===== config.mk =====
export PLATFORM = sky130hd
export DESIGN_NAME = afw_top
export DESIGN_NICKNAME = d
export VERILOG_FILES = /design/src/afw_pkg.sv /design/src/afw_win_stats.sv /design/src/afw_func_ctrl.sv /design/src/afw_top.sv
export VERILOG_INCLUDE_DIRS = /design/src /design/src/src
export SDC_FILE = /design/constraint.sdc
export NUM_CORES = 2
export LEC_CHECK = 0
export BUFFER_PORTS_ARGS = -buffer_cell sky130_fd_sc_hd__buf_2
export CAP_MARGIN = 20
export CORE_ASPECT_RATIO = 0.6
export CORE_MARGIN = 5
export CORE_UTILIZATION = 45
export CTS_CLUSTER_SIZE = 40
export DETAILED_ROUTE_END_ITERATION = 8
export GPL_ROUTABILITY_DRIVEN = 0
export PLACE_DENSITY = 0.6
export REMOVE_ABC_BUFFERS = 1
export SLEW_MARGIN = 15
export SYNTH_ARGS = -nofsm -noshare
export SYNTH_HDL_FRONTEND = slang
export SYNTH_SLANG_ARGS = --single-unit

===== constraint.sdc =====
create_clock -name i_clk -period 91.8 [get_ports i_clk]
set_input_delay 0 -clock i_clk [delete_from_list [all_inputs] [get_ports i_clk]]
set_output_delay 0 -clock i_clk [all_outputs]
set_load 0.005 [all_outputs]

===== src/afw_defines.svh =====
// constants for the measurement window selector block
`ifndef AFW_DEFINES_SVH
`define AFW_DEFINES_SVH
// ******************************************************************
// register byte offsets
// ******************************************************************
`define AFW_OFS_SELECT      5'h00
`define AFW_OFS_XOFF        5'h04
`define AFW_OFS_WIDTH       5'h08
`define AFW_OFS_YOFF        5'h0c
`define AFW_OFS_HEIGHT      5'h10
`define AFW_OFS_ASSIGN      5'h14
`define AFW_OFS_CONTROL     5'h18
`define AFW_OFS_STATUS      5'h1c
// ******************************************************************
// field positions
// ******************************************************************
`define AFW_ASG_BRIGHT_BIT  0
`define AFW_ASG_COLOR_BIT   1
`define AFW_CTL_GAIN_LSB    0
`define AFW_CTL_EXPO_LSB    2
`define AFW_CTL_BAL_LSB     4
`define AFW_CTL_COLOR_BIT   6
`define AFW_CTL_BIN_BIT     7
// ******************************************************************
// reset values and timing counts
// ******************************************************************
`define AFW_RST_SELECT      1'b0
`define AFW_RST_XOFF        12'h000
`define AFW_RST_YOFF        12'h000
`define AFW_RST_ASG_WIN0    2'h1
`define AFW_RST_ASG_WIN1    2'h2
`define AFW_ONCE_MAX_FRAMES 5'h1e
`define AFW_START_DELAY     2'h2
`endif


===== src/afw_pkg.sv =====
// types shared by the measurement window selector block
package afw_pkg;
  typedef enum logic [1:0] {AFW_OFF, AFW_ONCE, AFW_CONT} afw_mode_t;

  typedef struct packed {
    logic        sof;
    logic        eol;
    logic        eof;
    logic        valid;
    logic [11:0] col;
    logic [11:0] row;
    logic [11:0] data;
  } afw_pix_t;

  typedef struct packed {
    logic [11:0] xoff;
    logic [11:0] width;
    logic [11:0] yoff;
    logic [11:0] height;
  } afw_win_t;

  typedef struct packed {
    logic        valid;
    logic        overlap;
    logic [31:0] sum;
    logic [23:0] count;
  } afw_stat_t;
endpackage


===== src/afw_win_stats.sv =====
// per-window overlap test and pixel accumulator
`timescale 1ns/1ps
`include "afw_defines.svh"
module afw_win_stats
(
  input  wire logic              i_clk,
  input  wire logic              i_rst,
  input  wire afw_pkg::afw_win_t i_win,
  input  wire afw_pkg::afw_win_t i_img,
  input  wire afw_pkg::afw_pix_t i_pix,
  output afw_pkg::afw_stat_t     o_stat
);
  typedef struct packed {
    logic [31:0]        sum;
    logic [23:0]        count;
    afw_pkg::afw_stat_t stat;
  } afw_ws_state_t;

  afw_ws_state_t st_reg;
  afw_ws_state_t st_next;
  logic          in_win;
  logic          in_img;
  logic          take;
  logic [12:0]   wx_end;
  logic [12:0]   wy_end;
  logic [12:0]   ix_end;
  logic [12:0]   iy_end;
  logic          ovl;

  // coordinates count from column 0, row 0 at the upper-left corner
  always_comb
  begin
    wx_end = {1'b0, i_win.xoff} + {1'b0, i_win.width};
    wy_end = {1'b0, i_win.yoff} + {1'b0, i_win.height};
    ix_end = {1'b0, i_img.xoff} + {1'b0, i_img.width};
    iy_end = {1'b0, i_img.yoff} + {1'b0, i_img.height};
    in_win = ({1'b0, i_pix.col} >= {1'b0, i_win.xoff}) && ({1'b0, i_pix.col} < wx_end) &&
             ({1'b0, i_pix.row} >= {1'b0, i_win.yoff}) && ({1'b0, i_pix.row} < wy_end);
    in_img = ({1'b0, i_pix.col} >= {1'b0, i_img.xoff}) && ({1'b0, i_pix.col} < ix_end) &&
             ({1'b0, i_pix.row} >= {1'b0, i_img.yoff}) && ({1'b0, i_pix.row} < iy_end);
    take   = i_pix.valid && in_win && in_img;
    ovl    = ({1'b0, i_win.xoff} < ix_end) && ({1'b0, i_img.xoff} < wx_end) &&
             ({1'b0, i_win.yoff} < iy_end) && ({1'b0, i_img.yoff} < wy_end) &&
             (i_win.width != 12'h000) && (i_win.height != 12'h000);
  end

  always_comb
  begin
    st_next = st_reg;
    st_next.stat.valid = 1'b0;
    if (i_pix.sof)
    begin
      st_next.sum   = 32'h0000_0000;
      st_next.count = 24'h00_0000;
    end
    if (take)
    begin
      st_next.sum   = (i_pix.sof ? 32'h0000_0000 : st_reg.sum) + {20'h0_0000, i_pix.data};
      st_next.count = (i_pix.sof ? 24'h00_0000 : st_reg.count) + 24'h00_0001;
    end
    if (i_pix.eof)
    begin
      st_next.stat.valid   = 1'b1;
      st_next.stat.overlap = ovl && (st_next.count != 24'h00_0000);
      st_next.stat.sum     = st_next.sum;
      st_next.stat.count   = st_next.count;
    end
  end

  always_ff @(posedge i_clk)
  begin
    if (i_rst)
      st_reg <= '0;
    else
      st_reg <= st_next;
  end

  assign o_stat = st_reg.stat;

  a_stat_pulse_once: assert property (@(posedge i_clk) disable iff (i_rst)
    o_stat.valid |=> !o_stat.valid)
    else $error("frame statistics valid longer than one cycle");
  a_eof_gives_stat: assert property (@(posedge i_clk) disable iff (i_rst)
    i_pix.eof |=> o_stat.valid)
    else $error("frame end gave no statistics");
  a_no_ovl_no_count: assert property (@(posedge i_clk) disable iff (i_rst)
    (o_stat.valid && o_stat.count == 24'h00_0000) |-> !o_stat.overlap)
    else $error("empty overlap flagged as overlap");
endmodule


===== src/afw_func_ctrl.sv =====
// mode sequencing for one automatic function
`timescale 1ns/1ps
`include "afw_defines.svh"
module afw_func_ctrl
(
  input  wire logic               i_clk,
  input  wire logic               i_rst,
  input  wire afw_pkg::afw_mode_t i_mode,
  input  wire logic               i_mode_wr,
  input  wire logic               i_frame_done,
  input  wire logic               i_overlap,
  input  wire logic               i_reached,
  output logic                    o_active,
  output logic                    o_adjust,
  output logic                    o_once_done
);
  typedef struct packed {
    afw_pkg::afw_mode_t mode;
    logic [1:0]         delay;
    logic [4:0]         frames;
    logic               adjust;
    logic               done;
  } afw_fc_state_t;

  afw_fc_state_t st_reg;
  afw_fc_state_t st_next;

  always_comb
  begin
    st_next = st_reg;
    st_next.adjust = 1'b0;
    st_next.done   = 1'b0;
    if (i_mode_wr)
    begin
      st_next.mode   = i_mode;
      st_next.delay  = `AFW_START_DELAY;
      st_next.frames = 5'h00;
    end
    else if (i_frame_done && st_reg.mode != afw_pkg::AFW_OFF)
    begin
      if (st_reg.delay != 2'h0)
        st_next.delay = st_reg.delay - 2'h1;
      else
      begin
        st_next.adjust = i_overlap;
        st_next.frames = st_reg.frames + 5'h01;
        if (st_reg.mode == afw_pkg::AFW_ONCE &&
            (i_reached || st_next.frames == `AFW_ONCE_MAX_FRAMES))
        begin
          st_next.mode = afw_pkg::AFW_OFF;
          st_next.done = 1'b1;
        end
      end
    end
  end

  always_ff @(posedge i_clk)
  begin
    if (i_rst)
      st_reg <= '0;
    else
      st_reg <= st_next;
  end

  assign o_active    = (st_reg.mode != afw_pkg::AFW_OFF);
  assign o_adjust    = st_reg.adjust;
  assign o_once_done = st_reg.done;

  a_once_bounded: assert property (@(posedge i_clk) disable iff (i_rst)
    st_reg.frames <= `AFW_ONCE_MAX_FRAMES || st_reg.mode != afw_pkg::AFW_ONCE)
    else $error("once mode ran past its frame limit");
  a_no_adj_no_ovl: assert property (@(posedge i_clk) disable iff (i_rst)
    (i_frame_done && !i_overlap && !i_mode_wr) |=> !o_adjust)
    else $error("adjustment without overlap");
  a_start_delay: assert property (@(posedge i_clk) disable iff (i_rst)
    i_mode_wr |=> !o_adjust)
    else $error("adjustment right after enabling");
endmodule


===== src/afw_top.sv =====
// measurement window selection for the automatic brightness and colour loops
// ******************************************************************
// Overview of operation
// - window coordinates count from column 0, row 0 at upper-left corner
// - each window has x offset, width, y offset and height
// - window settings are separate from output image window settings
// - functions use only pixels in window and output image overlap
// - overlap statistics drive adjustment of the whole image
// - no overlap means the function makes no adjustment
// - reset: brightness on window 1, colour balance on window 2
// - any function may be assigned to any window, even one shared
// - gain and exposure share one brightness assignment flag per window
// - gain and exposure are enabled independently
// - after reset every window covers the full sensor
// - x offset plus width must not exceed sensor width
// - y offset plus height must not exceed sensor height
// - size steps of 2 on monochrome, 4 on colour sensors
// - colour window steps match the output image window steps
// - with binning, coordinates are binned columns and lines
// - enabling a function takes effect after a short delay
// - once mode gives up after 30 frames and turns off
// - no overlap for gain means the manual gain value stays
// ******************************************************************
`timescale 1ns/1ps
`include "afw_defines.svh"
module afw_top
#(
  parameter int unsigned SENSOR_W = 1040,
  parameter int unsigned SENSOR_H = 1040,
  parameter int unsigned NUM_WIN  = 2
)
(
  input  wire logic              i_clk,
  input  wire logic              i_rst,
  input  wire logic [4:0]        i_avs_address,
  input  wire logic              i_avs_read,
  input  wire logic              i_avs_write,
  input  wire logic [31:0]       i_avs_writedata,
  input  wire logic [3:0]        i_avs_byteenable,
  output logic [31:0]            o_avs_readdata,
  output logic                   o_avs_waitrequest,
  input  wire afw_pkg::afw_pix_t i_pix,
  input  wire afw_pkg::afw_win_t i_img,
  input  wire logic [11:0]       i_manual_gain,
  input  wire logic [11:0]       i_target,
  output afw_pkg::afw_stat_t     o_bright_stat,
  output afw_pkg::afw_stat_t     o_color_stat,
  output logic                   o_gain_adjust,
  output logic                   o_expo_adjust,
  output logic                   o_bal_adjust,
  output logic [11:0]            o_gain_value
);
  // ******************************************************************
  // parameter checks
  // ******************************************************************
  initial
  begin
    if (NUM_WIN != 2 || SENSOR_W > 4095 || SENSOR_H > 4095 || SENSOR_W < 4 || SENSOR_H < 4)
      $error("afw_top: unsupported parameters");
  end

  localparam logic [11:0] FULL_W = SENSOR_W[11:0];
  localparam logic [11:0] FULL_H = SENSOR_H[11:0];

  typedef struct packed {
    logic                      sel;
    afw_pkg::afw_win_t [1:0]   win;
    logic [1:0][1:0]           asg;
    logic                      color;
    logic                      bin;
    logic                      ack;
    logic [31:0]               rdata;
  } afw_top_state_t;

  afw_top_state_t     st_reg;
  afw_top_state_t     st_next;
  afw_pkg::afw_stat_t wstat [2];
  afw_pkg::afw_stat_t bright_next;
  afw_pkg::afw_stat_t color_next;
  afw_pkg::afw_stat_t bright_reg;
  afw_pkg::afw_stat_t color_reg;
  logic               req;
  logic               wr_ctl;
  logic [11:0]        step_mask;
  logic               reached;
  logic [2:0]         fn_active;
  logic [2:0]         fn_adjust;
  logic [11:0]        gain_reg;
  logic [11:0]        mean_hi;

  // ******************************************************************
  // per-window statistics
  // ******************************************************************
  generate
    for (genvar w = 0; w < 2; w++)
    begin : g_win
      afw_win_stats u_stats
      (
        .i_clk  (i_clk),
        .i_rst  (i_rst),
        .i_win  (st_reg.win[w]),
        .i_img  (i_img),
        .i_pix  (i_pix),
        .o_stat (wstat[w])
      );
    end
  endgenerate

  // merge windows carrying each assignment; software should keep one per function
  always_comb
  begin
    bright_next = '0;
    color_next  = '0;
    for (int w = 0; w < 2; w++)
    begin
      if (st_reg.asg[w][`AFW_ASG_BRIGHT_BIT] && wstat[w].valid)
      begin
        bright_next.valid   = 1'b1;
        bright_next.overlap = bright_next.overlap | wstat[w].overlap;
        bright_next.sum     = bright_next.sum + wstat[w].sum;
        bright_next.count   = bright_next.count + wstat[w].count;
      end
      if (st_reg.asg[w][`AFW_ASG_COLOR_BIT] && wstat[w].valid)
      begin
        color_next.valid   = 1'b1;
        color_next.overlap = color_next.overlap | wstat[w].overlap;
        color_next.sum     = color_next.sum + wstat[w].sum;
        color_next.count   = color_next.count + wstat[w].count;
      end
    end
  end

  always_ff @(posedge i_clk)
  begin
    if (i_rst)
    begin
      bright_reg <= '0;
      color_reg  <= '0;
    end
    else
    begin
      bright_reg <= bright_next;
      color_reg  <= color_next;
    end
  end

  // crude mean test: sum divided by count, truncated to 12 bits, compared against target
  assign mean_hi = (bright_reg.count == 24'h00_0000) ? 12'h000 :
                   12'(bright_reg.sum / {8'h00, bright_reg.count});
  assign reached = (mean_hi == i_target);

  // ******************************************************************
  // per-function mode control
  // ******************************************************************
  // writes land only on the edge that ends the wait, never on the stalled one
  assign wr_ctl = i_avs_write && (i_avs_address == `AFW_OFS_CONTROL) && st_reg.ack;

  generate
    for (genvar f = 0; f < 3; f++)
    begin : g_fn
      localparam int LSB = 2 * f;
      afw_func_ctrl u_fn
      (
        .i_clk        (i_clk),
        .i_rst        (i_rst),
        .i_mode       (afw_pkg::afw_mode_t'(i_avs_writedata[LSB +: 2])),
        .i_mode_wr    (wr_ctl && i_avs_byteenable[0]),
        .i_frame_done ((f == 2) ? color_reg.valid : bright_reg.valid),
        .i_overlap    ((f == 2) ? color_reg.overlap : bright_reg.overlap),
        .i_reached    (reached),
        .o_active     (fn_active[f]),
        .o_adjust     (fn_adjust[f]),
        .o_once_done  ()
      );
    end
  endgenerate

  assign o_gain_adjust = fn_adjust[0];
  assign o_expo_adjust = fn_adjust[1];
  assign o_bal_adjust  = fn_adjust[2];
  assign o_bright_stat = bright_reg;
  assign o_color_stat  = color_reg;

  // gain falls back to the manual value whenever no overlap feeds it
  always_ff @(posedge i_clk)
  begin
    if (i_rst)
      gain_reg <= 12'h000;
    else if (!fn_active[0] || (bright_reg.valid && !bright_reg.overlap))
      gain_reg <= i_manual_gain;
    else if (fn_adjust[0])
      gain_reg <= (mean_hi < i_target) ? gain_reg + 12'h001 :
                  (mean_hi > i_target) ? gain_reg - 12'h001 : gain_reg;
  end
  assign o_gain_value = gain_reg;

  // ******************************************************************
  // register file
  // ******************************************************************
  assign req       = (i_avs_read || i_avs_write) && !st_reg.ack;
  assign step_mask = st_reg.color ? 12'hffc : 12'hffe;

  always_comb
  begin
    st_next     = st_reg;
    st_next.ack = req;
    if (i_avs_write && st_reg.ack && i_avs_byteenable[0])
    begin
      case (i_avs_address)
        `AFW_OFS_SELECT:
          st_next.sel = i_avs_writedata[0];
        `AFW_OFS_XOFF:
          if ({1'b0, i_avs_writedata[11:0]} + {1'b0, st_reg.win[st_reg.sel].width} <=
              {1'b0, FULL_W})
            st_next.win[st_reg.sel].xoff = i_avs_writedata[11:0];
        `AFW_OFS_WIDTH:
          if ({1'b0, st_reg.win[st_reg.sel].xoff} + {1'b0, i_avs_writedata[11:0] & step_mask} <=
              {1'b0, FULL_W})
            st_next.win[st_reg.sel].width = i_avs_writedata[11:0] & step_mask;
        `AFW_OFS_YOFF:
          if ({1'b0, i_avs_writedata[11:0]} + {1'b0, st_reg.win[st_reg.sel].height} <=
              {1'b0, FULL_H})
            st_next.win[st_reg.sel].yoff = i_avs_writedata[11:0];
        `AFW_OFS_HEIGHT:
          if ({1'b0, st_reg.win[st_reg.sel].yoff} + {1'b0, i_avs_writedata[11:0] & step_mask} <=
              {1'b0, FULL_H})
            st_next.win[st_reg.sel].height = i_avs_writedata[11:0] & step_mask;
        `AFW_OFS_ASSIGN:
          st_next.asg[st_reg.sel] = i_avs_writedata[1:0];
        `AFW_OFS_CONTROL:
        begin
          st_next.color = i_avs_writedata[`AFW_CTL_COLOR_BIT];
          st_next.bin   = i_avs_writedata[`AFW_CTL_BIN_BIT];
        end
        default:
          st_next.sel = st_reg.sel;
      endcase
    end
    st_next.rdata = 32'h0000_0000;
    if (req && i_avs_read)
    begin
      case (i_avs_address)
        `AFW_OFS_SELECT: st_next.rdata = {31'h0, st_reg.sel};
        `AFW_OFS_XOFF:   st_next.rdata = {20'h0, st_reg.win[st_reg.sel].xoff};
        `AFW_OFS_WIDTH:  st_next.rdata = {20'h0, st_reg.win[st_reg.sel].width};
        `AFW_OFS_YOFF:   st_next.rdata = {20'h0, st_reg.win[st_reg.sel].yoff};
        `AFW_OFS_HEIGHT: st_next.rdata = {20'h0, st_reg.win[st_reg.sel].height};
        `AFW_OFS_ASSIGN: st_next.rdata = {30'h0, st_reg.asg[st_reg.sel]};
        `AFW_OFS_CONTROL: st_next.rdata = {24'h0, st_reg.bin, st_reg.color, 6'h00};
        `AFW_OFS_STATUS: st_next.rdata = {26'h0, fn_adjust, fn_active};
        default:         st_next.rdata = 32'h0000_0000;
      endcase
    end
  end

  always_ff @(posedge i_clk)
  begin
    if (i_rst)
    begin
      st_reg        <= '0;
      st_reg.sel    <= `AFW_RST_SELECT;
      st_reg.win[0] <= '{`AFW_RST_XOFF, FULL_W, `AFW_RST_YOFF, FULL_H};
      st_reg.win[1] <= '{`AFW_RST_XOFF, FULL_W, `AFW_RST_YOFF, FULL_H};
      st_reg.asg[0] <= `AFW_RST_ASG_WIN0;
      st_reg.asg[1] <= `AFW_RST_ASG_WIN1;
    end
    else
      st_reg <= st_next;
  end

  // wait one cycle per access so read data come from a register
  assign o_avs_waitrequest = (i_avs_read || i_avs_write) && !st_reg.ack;
  assign o_avs_readdata    = st_reg.rdata;

  a_win_x_in_sensor: assert property (@(posedge i_clk) disable iff (i_rst)
    ({1'b0, st_reg.win[0].xoff} + {1'b0, st_reg.win[0].width} <= {1'b0, FULL_W}) &&
    ({1'b0, st_reg.win[1].xoff} + {1'b0, st_reg.win[1].width} <= {1'b0, FULL_W}))
    else $error("window past sensor width");
  a_win_y_in_sensor: assert property (@(posedge i_clk) disable iff (i_rst)
    ({1'b0, st_reg.win[0].yoff} + {1'b0, st_reg.win[0].height} <= {1'b0, FULL_H}) &&
    ({1'b0, st_reg.win[1].yoff} + {1'b0, st_reg.win[1].height} <= {1'b0, FULL_H}))
    else $error("window past sensor height");
  a_reset_assign: assert property (@(posedge i_clk)
    $fell(i_rst) |-> st_reg.asg[0] == 2'h1 && st_reg.asg[1] == 2'h2)
    else $error("reset assignment wrong");
  a_gain_manual: assert property (@(posedge i_clk) disable iff (i_rst)
    (bright_reg.valid && !bright_reg.overlap) |=> o_gain_value == $past(i_manual_gain))
    else $error("gain not manual without overlap");
endmodule


After elaboration in Yosys (flattened, before gate mapping)
Index checks and enable logic that the tools add are counted.
{"block": "totals", "ff_bits": 522}
{"block": "classes", "addsub": 26, "div": 1, "order_cmp": 28, "eq_ne": 21, "n_mux": 66, "n_bitwise": 10, "reduce_logical": 100}
{"operator": "$bwmux 96", "count": 4}
{"operator": "$mux 96", "count": 4}
{"operator": "$pmux 96 s4", "count": 1}
{"operator": "$mux 58", "count": 6}
{"operator": "$mux 56", "count": 4}
{"operator": "$demux 48 s1", "count": 4}
{"operator": "$lt 12x13->1", "count": 14}
{"operator": "$mux 48", "count": 3}
{"operator": "$add 12x12->13", "count": 10}
{"operator": "$pmux 12 s8", "count": 1}
{"operator": "$ge 12x12->1", "count": 6}
{"operator": "$mux 12", "count": 6}
{"operator": "$mux 24", "count": 3}
{"operator": "$add 32x12->32", "count": 2}
{"operator": "$add 32x32->32", "count": 2}
{"operator": "$mux 32", "count": 2}
{"operator": "$le 13x11->1 const B", "count": 4}
{"operator": "$add 24x1->24 const B", "count": 2}
{"operator": "$add 24x24->24", "count": 2}
{"operator": "$reduce_bool 12->1", "count": 4}
{"operator": "$reduce_bool 24->1", "count": 2}
{"operator": "$logic_and 1x1->1", "count": 44}
{"operator": "$mux 36", "count": 1}
{"operator": "$eq 5x5->1 const B", "count": 7}
{"operator": "37 further kinds", "count": 114}

Longest topological paths before layout
{"block": "depth", "ltp_word": 11, "ltp_mapped": 413, "ltp_nobuf": 384}

Hierarchy
From an unflattened synthesis, not the netlist that was laid out.
{"block": "hier_totals", "hier_cells": 8692, "hier_area_um2": 66466.2}
{"mod": "afw_top", "instances": 1, "cells_each": 5855, "area_per_inst_um2": 43252.7, "seq_area_each_um2": 4884.7}
{"mod": "afw_win_stats (g_win[1].u_stats)", "instances": 1, "cells_each": 1315, "area_per_inst_um2": 10736.5, "seq_area_each_um2": 2282.2}
{"mod": "afw_win_stats (g_win[0].u_stats)", "instances": 1, "cells_each": 1327, "area_per_inst_um2": 10705.3, "seq_area_each_um2": 2282.2}
{"mod": "afw_func_ctrl", "instances": 3, "cells_each": 65, "area_per_inst_um2": 590.6, "seq_area_each_um2": 220.2}

Least setup slack after synthesis
OpenSTA, ideal clock, no wires.
{"block": "synth_path", "kind": "reg-to-reg", "from": "register bright_reg, in the netlist o_bright_stat[6]", "to": "register gain_reg[11] (netlist: o_gain_value[11])", "setup_time_ps": 91, "arrival_time_ps": 80931, "t_required_ps": 91709, "path_slack_ps": 10778, "path_stages_with_launch": 386, "path_cell_list": "dfxtp_1 -> inv_1 -> nand3_1 -> nor2_2 -> nand2_1 -> nor2_1 -> a21oi_1 -> ha_1 -> o21a_1 -> o21ai_0 -> or3_1 -> o311ai_1 -> a21boi_0 -> ha_1 -> o21bai_1 -> a21o_1 -> nor2_1 -> mux2_2 -> (+350 left out) -> ha_1 -> o22ai_1 -> o21ai_0 -> nand3b_1 -> ha_1 -> a21o_1 -> a21o_1 -> a21o_1 -> a21oi_1 -> o21bai_1 -> a21oi_1 -> o21bai_1 -> a21oi_1 -> o21bai_1 -> a21oi_1 -> xor2_1 -> or3_1 -> a311oi_1"}
{"block": "synth_between", "elab_chain_len": 6, "word_cells_on_any_way": 10}
{"item": "from (decl)", "line_no": "afw_top.sv:80", "source": "afw_pkg::afw_stat_t bright_reg;"}
{"item": "from (signal assigned)", "line_no": "afw_top.sv:142", "source": "bright_reg <= bright_next;"}
{"item": "$div 32x24->32 / $logic_not 24->1 (equally long branches)", "line_no": "afw_top.sv:149, afw_top.sv:148"}
{"item": "$mux 12 (*)", "line_no": "afw_top.sv:148", "source": "assign mean_hi = (bright_reg.count == 24'h00_0000) ? 12'h000 :"}
{"item": "$lt 12x12->1", "line_no": "afw_top.sv:192", "source": "gain_reg <= (mean_hi < i_target) ? gain_reg + 12'h001 :"}
{"item": "$mux 12", "line_no": "afw_top.sv:192"}
{"item": "$mux 12", "line_no": "afw_top.sv:191", "source": "else if (fn_adjust[0])"}
{"item": "$mux 12", "line_no": "afw_top.sv:189", "source": "else if (!fn_active[0] || (bright_reg.valid && !bright_reg.overlap))"}
{"item": "to (signal assigned)", "line_no": "afw_top.sv:190", "source": "gain_reg <= i_manual_gain;"}
{"item": "to (signal assigned)", "line_no": "afw_top.sv:192"}
{"item": "to (decl)", "line_no": "afw_top.sv:88", "source": "logic [11:0] gain_reg;"}
Mark *: on every way between the ends. The rest lies on a longest branch, timed or not. The select of a mux whose other input is x is not followed.
A chain may end at the register's enable or synchronous reset.

Final worst setup path
{"block": "layout_path", "from": "register bright_reg, in the netlist o_bright_stat[16]", "to": "register gain_reg[11] (netlist: o_gain_value[11])"}
The elaborated chain is that of the path after synthesis.

==> impl_metrics.py <==
metrics = {
    "status": {
        "status": "finished, violations left",
        "violations": "negative hold slack",
    },
    "routing": {
        "vias": 60142,
        "ant_nets": 0,
        "drtIter0Drc": 5619,
        "firstDrtPassIters": 6,
        "wl_met1_um": 108000,
        "routedWlPerCell_um": 20.8,
        "highest_layer": "met4",
        "routed_via_density": 5.96,
        "routed_wl_um": 210000,
        "drc": 0,
        "wl_met2_um": 78100,
        "routed-wl-met3_um": 18900,
    },
    "worst_setup_path": {
        "crit_buf_inv": 22,
        "crit_fanout": 23,
        "slowest_delay_ps": 670,
        "arrival_ps": 86380,
        "crit_slowest_cell": "or4b_2",
        "cp-start-kind": "register",
        "crit_path_end_kind": "register",
        "cp_common_cell": "a21oi_1",
        "crit_type": "register to register",
        "crit_family": "compound AO/OA/AOI/OAI gates",
        "cp.required_ps": 92290,
    },
    "finish": {
        "drive_above_1_share_pct": 10.9,
        "stdcell_count": 10093,
        "final_common_cell": "ha_1",
        "n_fill_cell": 13233,
        "register_area_um2": 10000,
        "nets": 9406,
        "largest_reg_flops": 115,
        "area_growth_pct": 10.2,
        "multiInputGateArea_um2": 49000,
        "final_cell_mix": "ha_1, nor2_1, a21oi_1, nand2_1, dfxtp_1",
    },
    "die": {
        "fp.coreArea_um2": 136000,
        "die_h_um": 296,
        "die_w_um": 487,
        "start_util_pct": 45.1,
        "io_pins": 321,
        "rows": 105,
        "die_area_um2": 144000,
    },
    "clocking": {
        "cts_buffer_depth": 3,
        "clock_latency_ps": 610,
        "clk_root_buffer_cell": "clkbuf_16",
        "numCtsBuffers": 49,
        "cts_sinks": 501,
        "tritoncts": "yes",
        "htree_levels": 2,
        "clkTransAtPathRegs_ps": 80,
    },
    "timing": {
        "fin_crit_sh_pct": 93.6,
        "timing.slew.headroom_pct": 14.7,
        "finClkSkew_ps": 36.1,
        "drv_slew": 0,
        "fmax_mhz": 11.6,
        "worst_pin_slew_ps": 1260,
        "hold_ws_ps": -4.35,
        "hold_viol_final": 1,
        "fin_crit_ps": 85890,
        "finalSetupViolations": 0,
        "finalWorstSetupSlack_ps": 5910,
    },
    "global_route": {
        "grt_usage_pct": 27.9,
        "grt_max_degree": 139,
        "grt_pass1_vias": 55459,
        "grt_pass1_wl_um": 323000,
        "grt_overflow": 0,
        "antenna_found_initial": 3,
    },
    "yosys": {
        "synth.area.top_cells": "ha_1, dfxtp_1, nor2_1",
        "synth_area_per_cell_um2": 7.70,
        "synth-seq-cells": 501,
        "synth_edf_count": 0,
        "netlist_instances": 7984,
        "ys_seq_area_share_pct": 16.3,
        "netlist_area_um2": 61500,
        "synth_warnings": 0,
        "yosysTopAreaCellShare_pct": 20.3,
        "synthArstFlopShare_pct": 0,
        "yosysTopAreaCell": "ha_1",
        "yosysUniqueCellTypes": 111,
        "ys.flop_type": "dfxtp_1",
    },
    "worst_hold_path": {
        "hold_path.class": "primary input to register",
    },
    "placement": {
        "io_buffers": 276,
        "place_ws_ps": 3010,
        "dp.cells": 9945,
        "dp_hpwl_um": 168000,
    },
    "flow_run": {
        "drv_cap": 0,
    },
}
-- repair_timing --
action | CTS | global route
endpoints found under the hold margin | 208 | 0
hold buffers | 42 | 0
gates resized for setup | 0 | 42
setup endpoints to repair | 0 | 15
buffers inserted | 0 | 12
-- path summary, 6_finish.rpt --
| check | slack, ps | start | cells after the start | endpoint |
|---|---|---|---|---|
| hold / removal | -4 | i_avs_write | 5 | st_reg[34] |
| setup reg to reg | 5910 | o_bright_stat[16] | 377 | o_gain_value[11] |
| hold reg to reg | 440 | o_color_stat[56] | 2 | g_fn[2].u_fn.o_adjust |
| setup / recovery | 5910 | o_bright_stat[16] | 377 | o_gain_value[11] |
-- cell usage after synthesis, drive strengths merged (17+ instances only) --
| cell | n |
|---|---|
| a211oi | 101 |
| a21boi | 54 |
| a21o | 292 |
| a21oi | 557 |
| a22oi | 88 |
| a31oi | 69 |
| and2 | 44 |
| and3 | 153 |
| buf | 76 |
| clkbuf | 257 |
| dfxtp | 501 |
| fa | 17 |
| ha | 999 |
| inv | 382 |
| mux2 | 176 |
| mux2i | 183 |
| nand2 | 537 |
| nand2b | 114 |
| nand3 | 149 |
| nand3b | 18 |
| nand4 | 59 |
| nor2 | 923 |
| nor2b | 161 |
| nor3 | 297 |
| nor3b | 21 |
| nor4 | 60 |
| o211ai | 53 |
| o21a | 190 |
| o21ai | 354 |
| o21bai | 76 |
| o22ai | 24 |
| o31a | 30 |
| o31ai | 66 |
| or2 | 52 |
| or3 | 62 |
| or4 | 21 |
| xnor2 | 347 |
| xor2 | 194 |
-- layer usage --
layer,up-vias,GRT usage (%)
met3,217,4.82
li1,29432,-
met2,2223,37.8
met5,-,0
met1,28270,44.7
met4,0,6.14
-- cells by family after synthesis --
kind of cell | after synthesis | synth area share [%]
AOI/OAI and AO/OA | 2137 | 22.9
buffers and inverters | 716 | 4.67
and+or+nand+nor | 2712 | 21.2
other | 1 | 0.00610
xor gates and xnor gates | 541 | 7.70
DFF | 501 | 16.3
muxes | 359 | 6.29
adders and majority gates | 1017 | 20.9
-- final cells by class --
class / count / share of cell area (%)
Multi-Input combinational cell: 6786 / 72.2
Sequential cell: 501 / 14.8
Timing Repair Buffer: 512 / 4.94
Tap cell: 1819 / 3.36
Clock buffer: 69 / 2.20
Inverter: 383 / 2.12
Clock inverter: 22 / 0.319
Antenna cell: 1 / 0.00369
-- metrics by stage --
stage / utilization, % / hold slack (ps) / setup TNS (ps) / area, um2
final: 49.8 / -4.35 / 0 / 67800
after global routing: 49.8 / 24.0 / -66.1 / 67800
after CTS: 49.5 / 7.98 / 0 / 67500
after detailed placement: 48.0 / 262 / 0 / 65300
after global placement: 48.0 / 235 / 0 / 65300
after floorplan: - / 69.1 / 0 / 60100
-- worst min-delay path: stages --
cell and delay (ps):
buf_2 110, nand3_1 200, nor3_1 110, nand2_1 70
a21oi_1 60
Power is left out: the tool's default activity adds up to more than one toggle a clock period on the data nets, which glitch-free logic cannot reach.
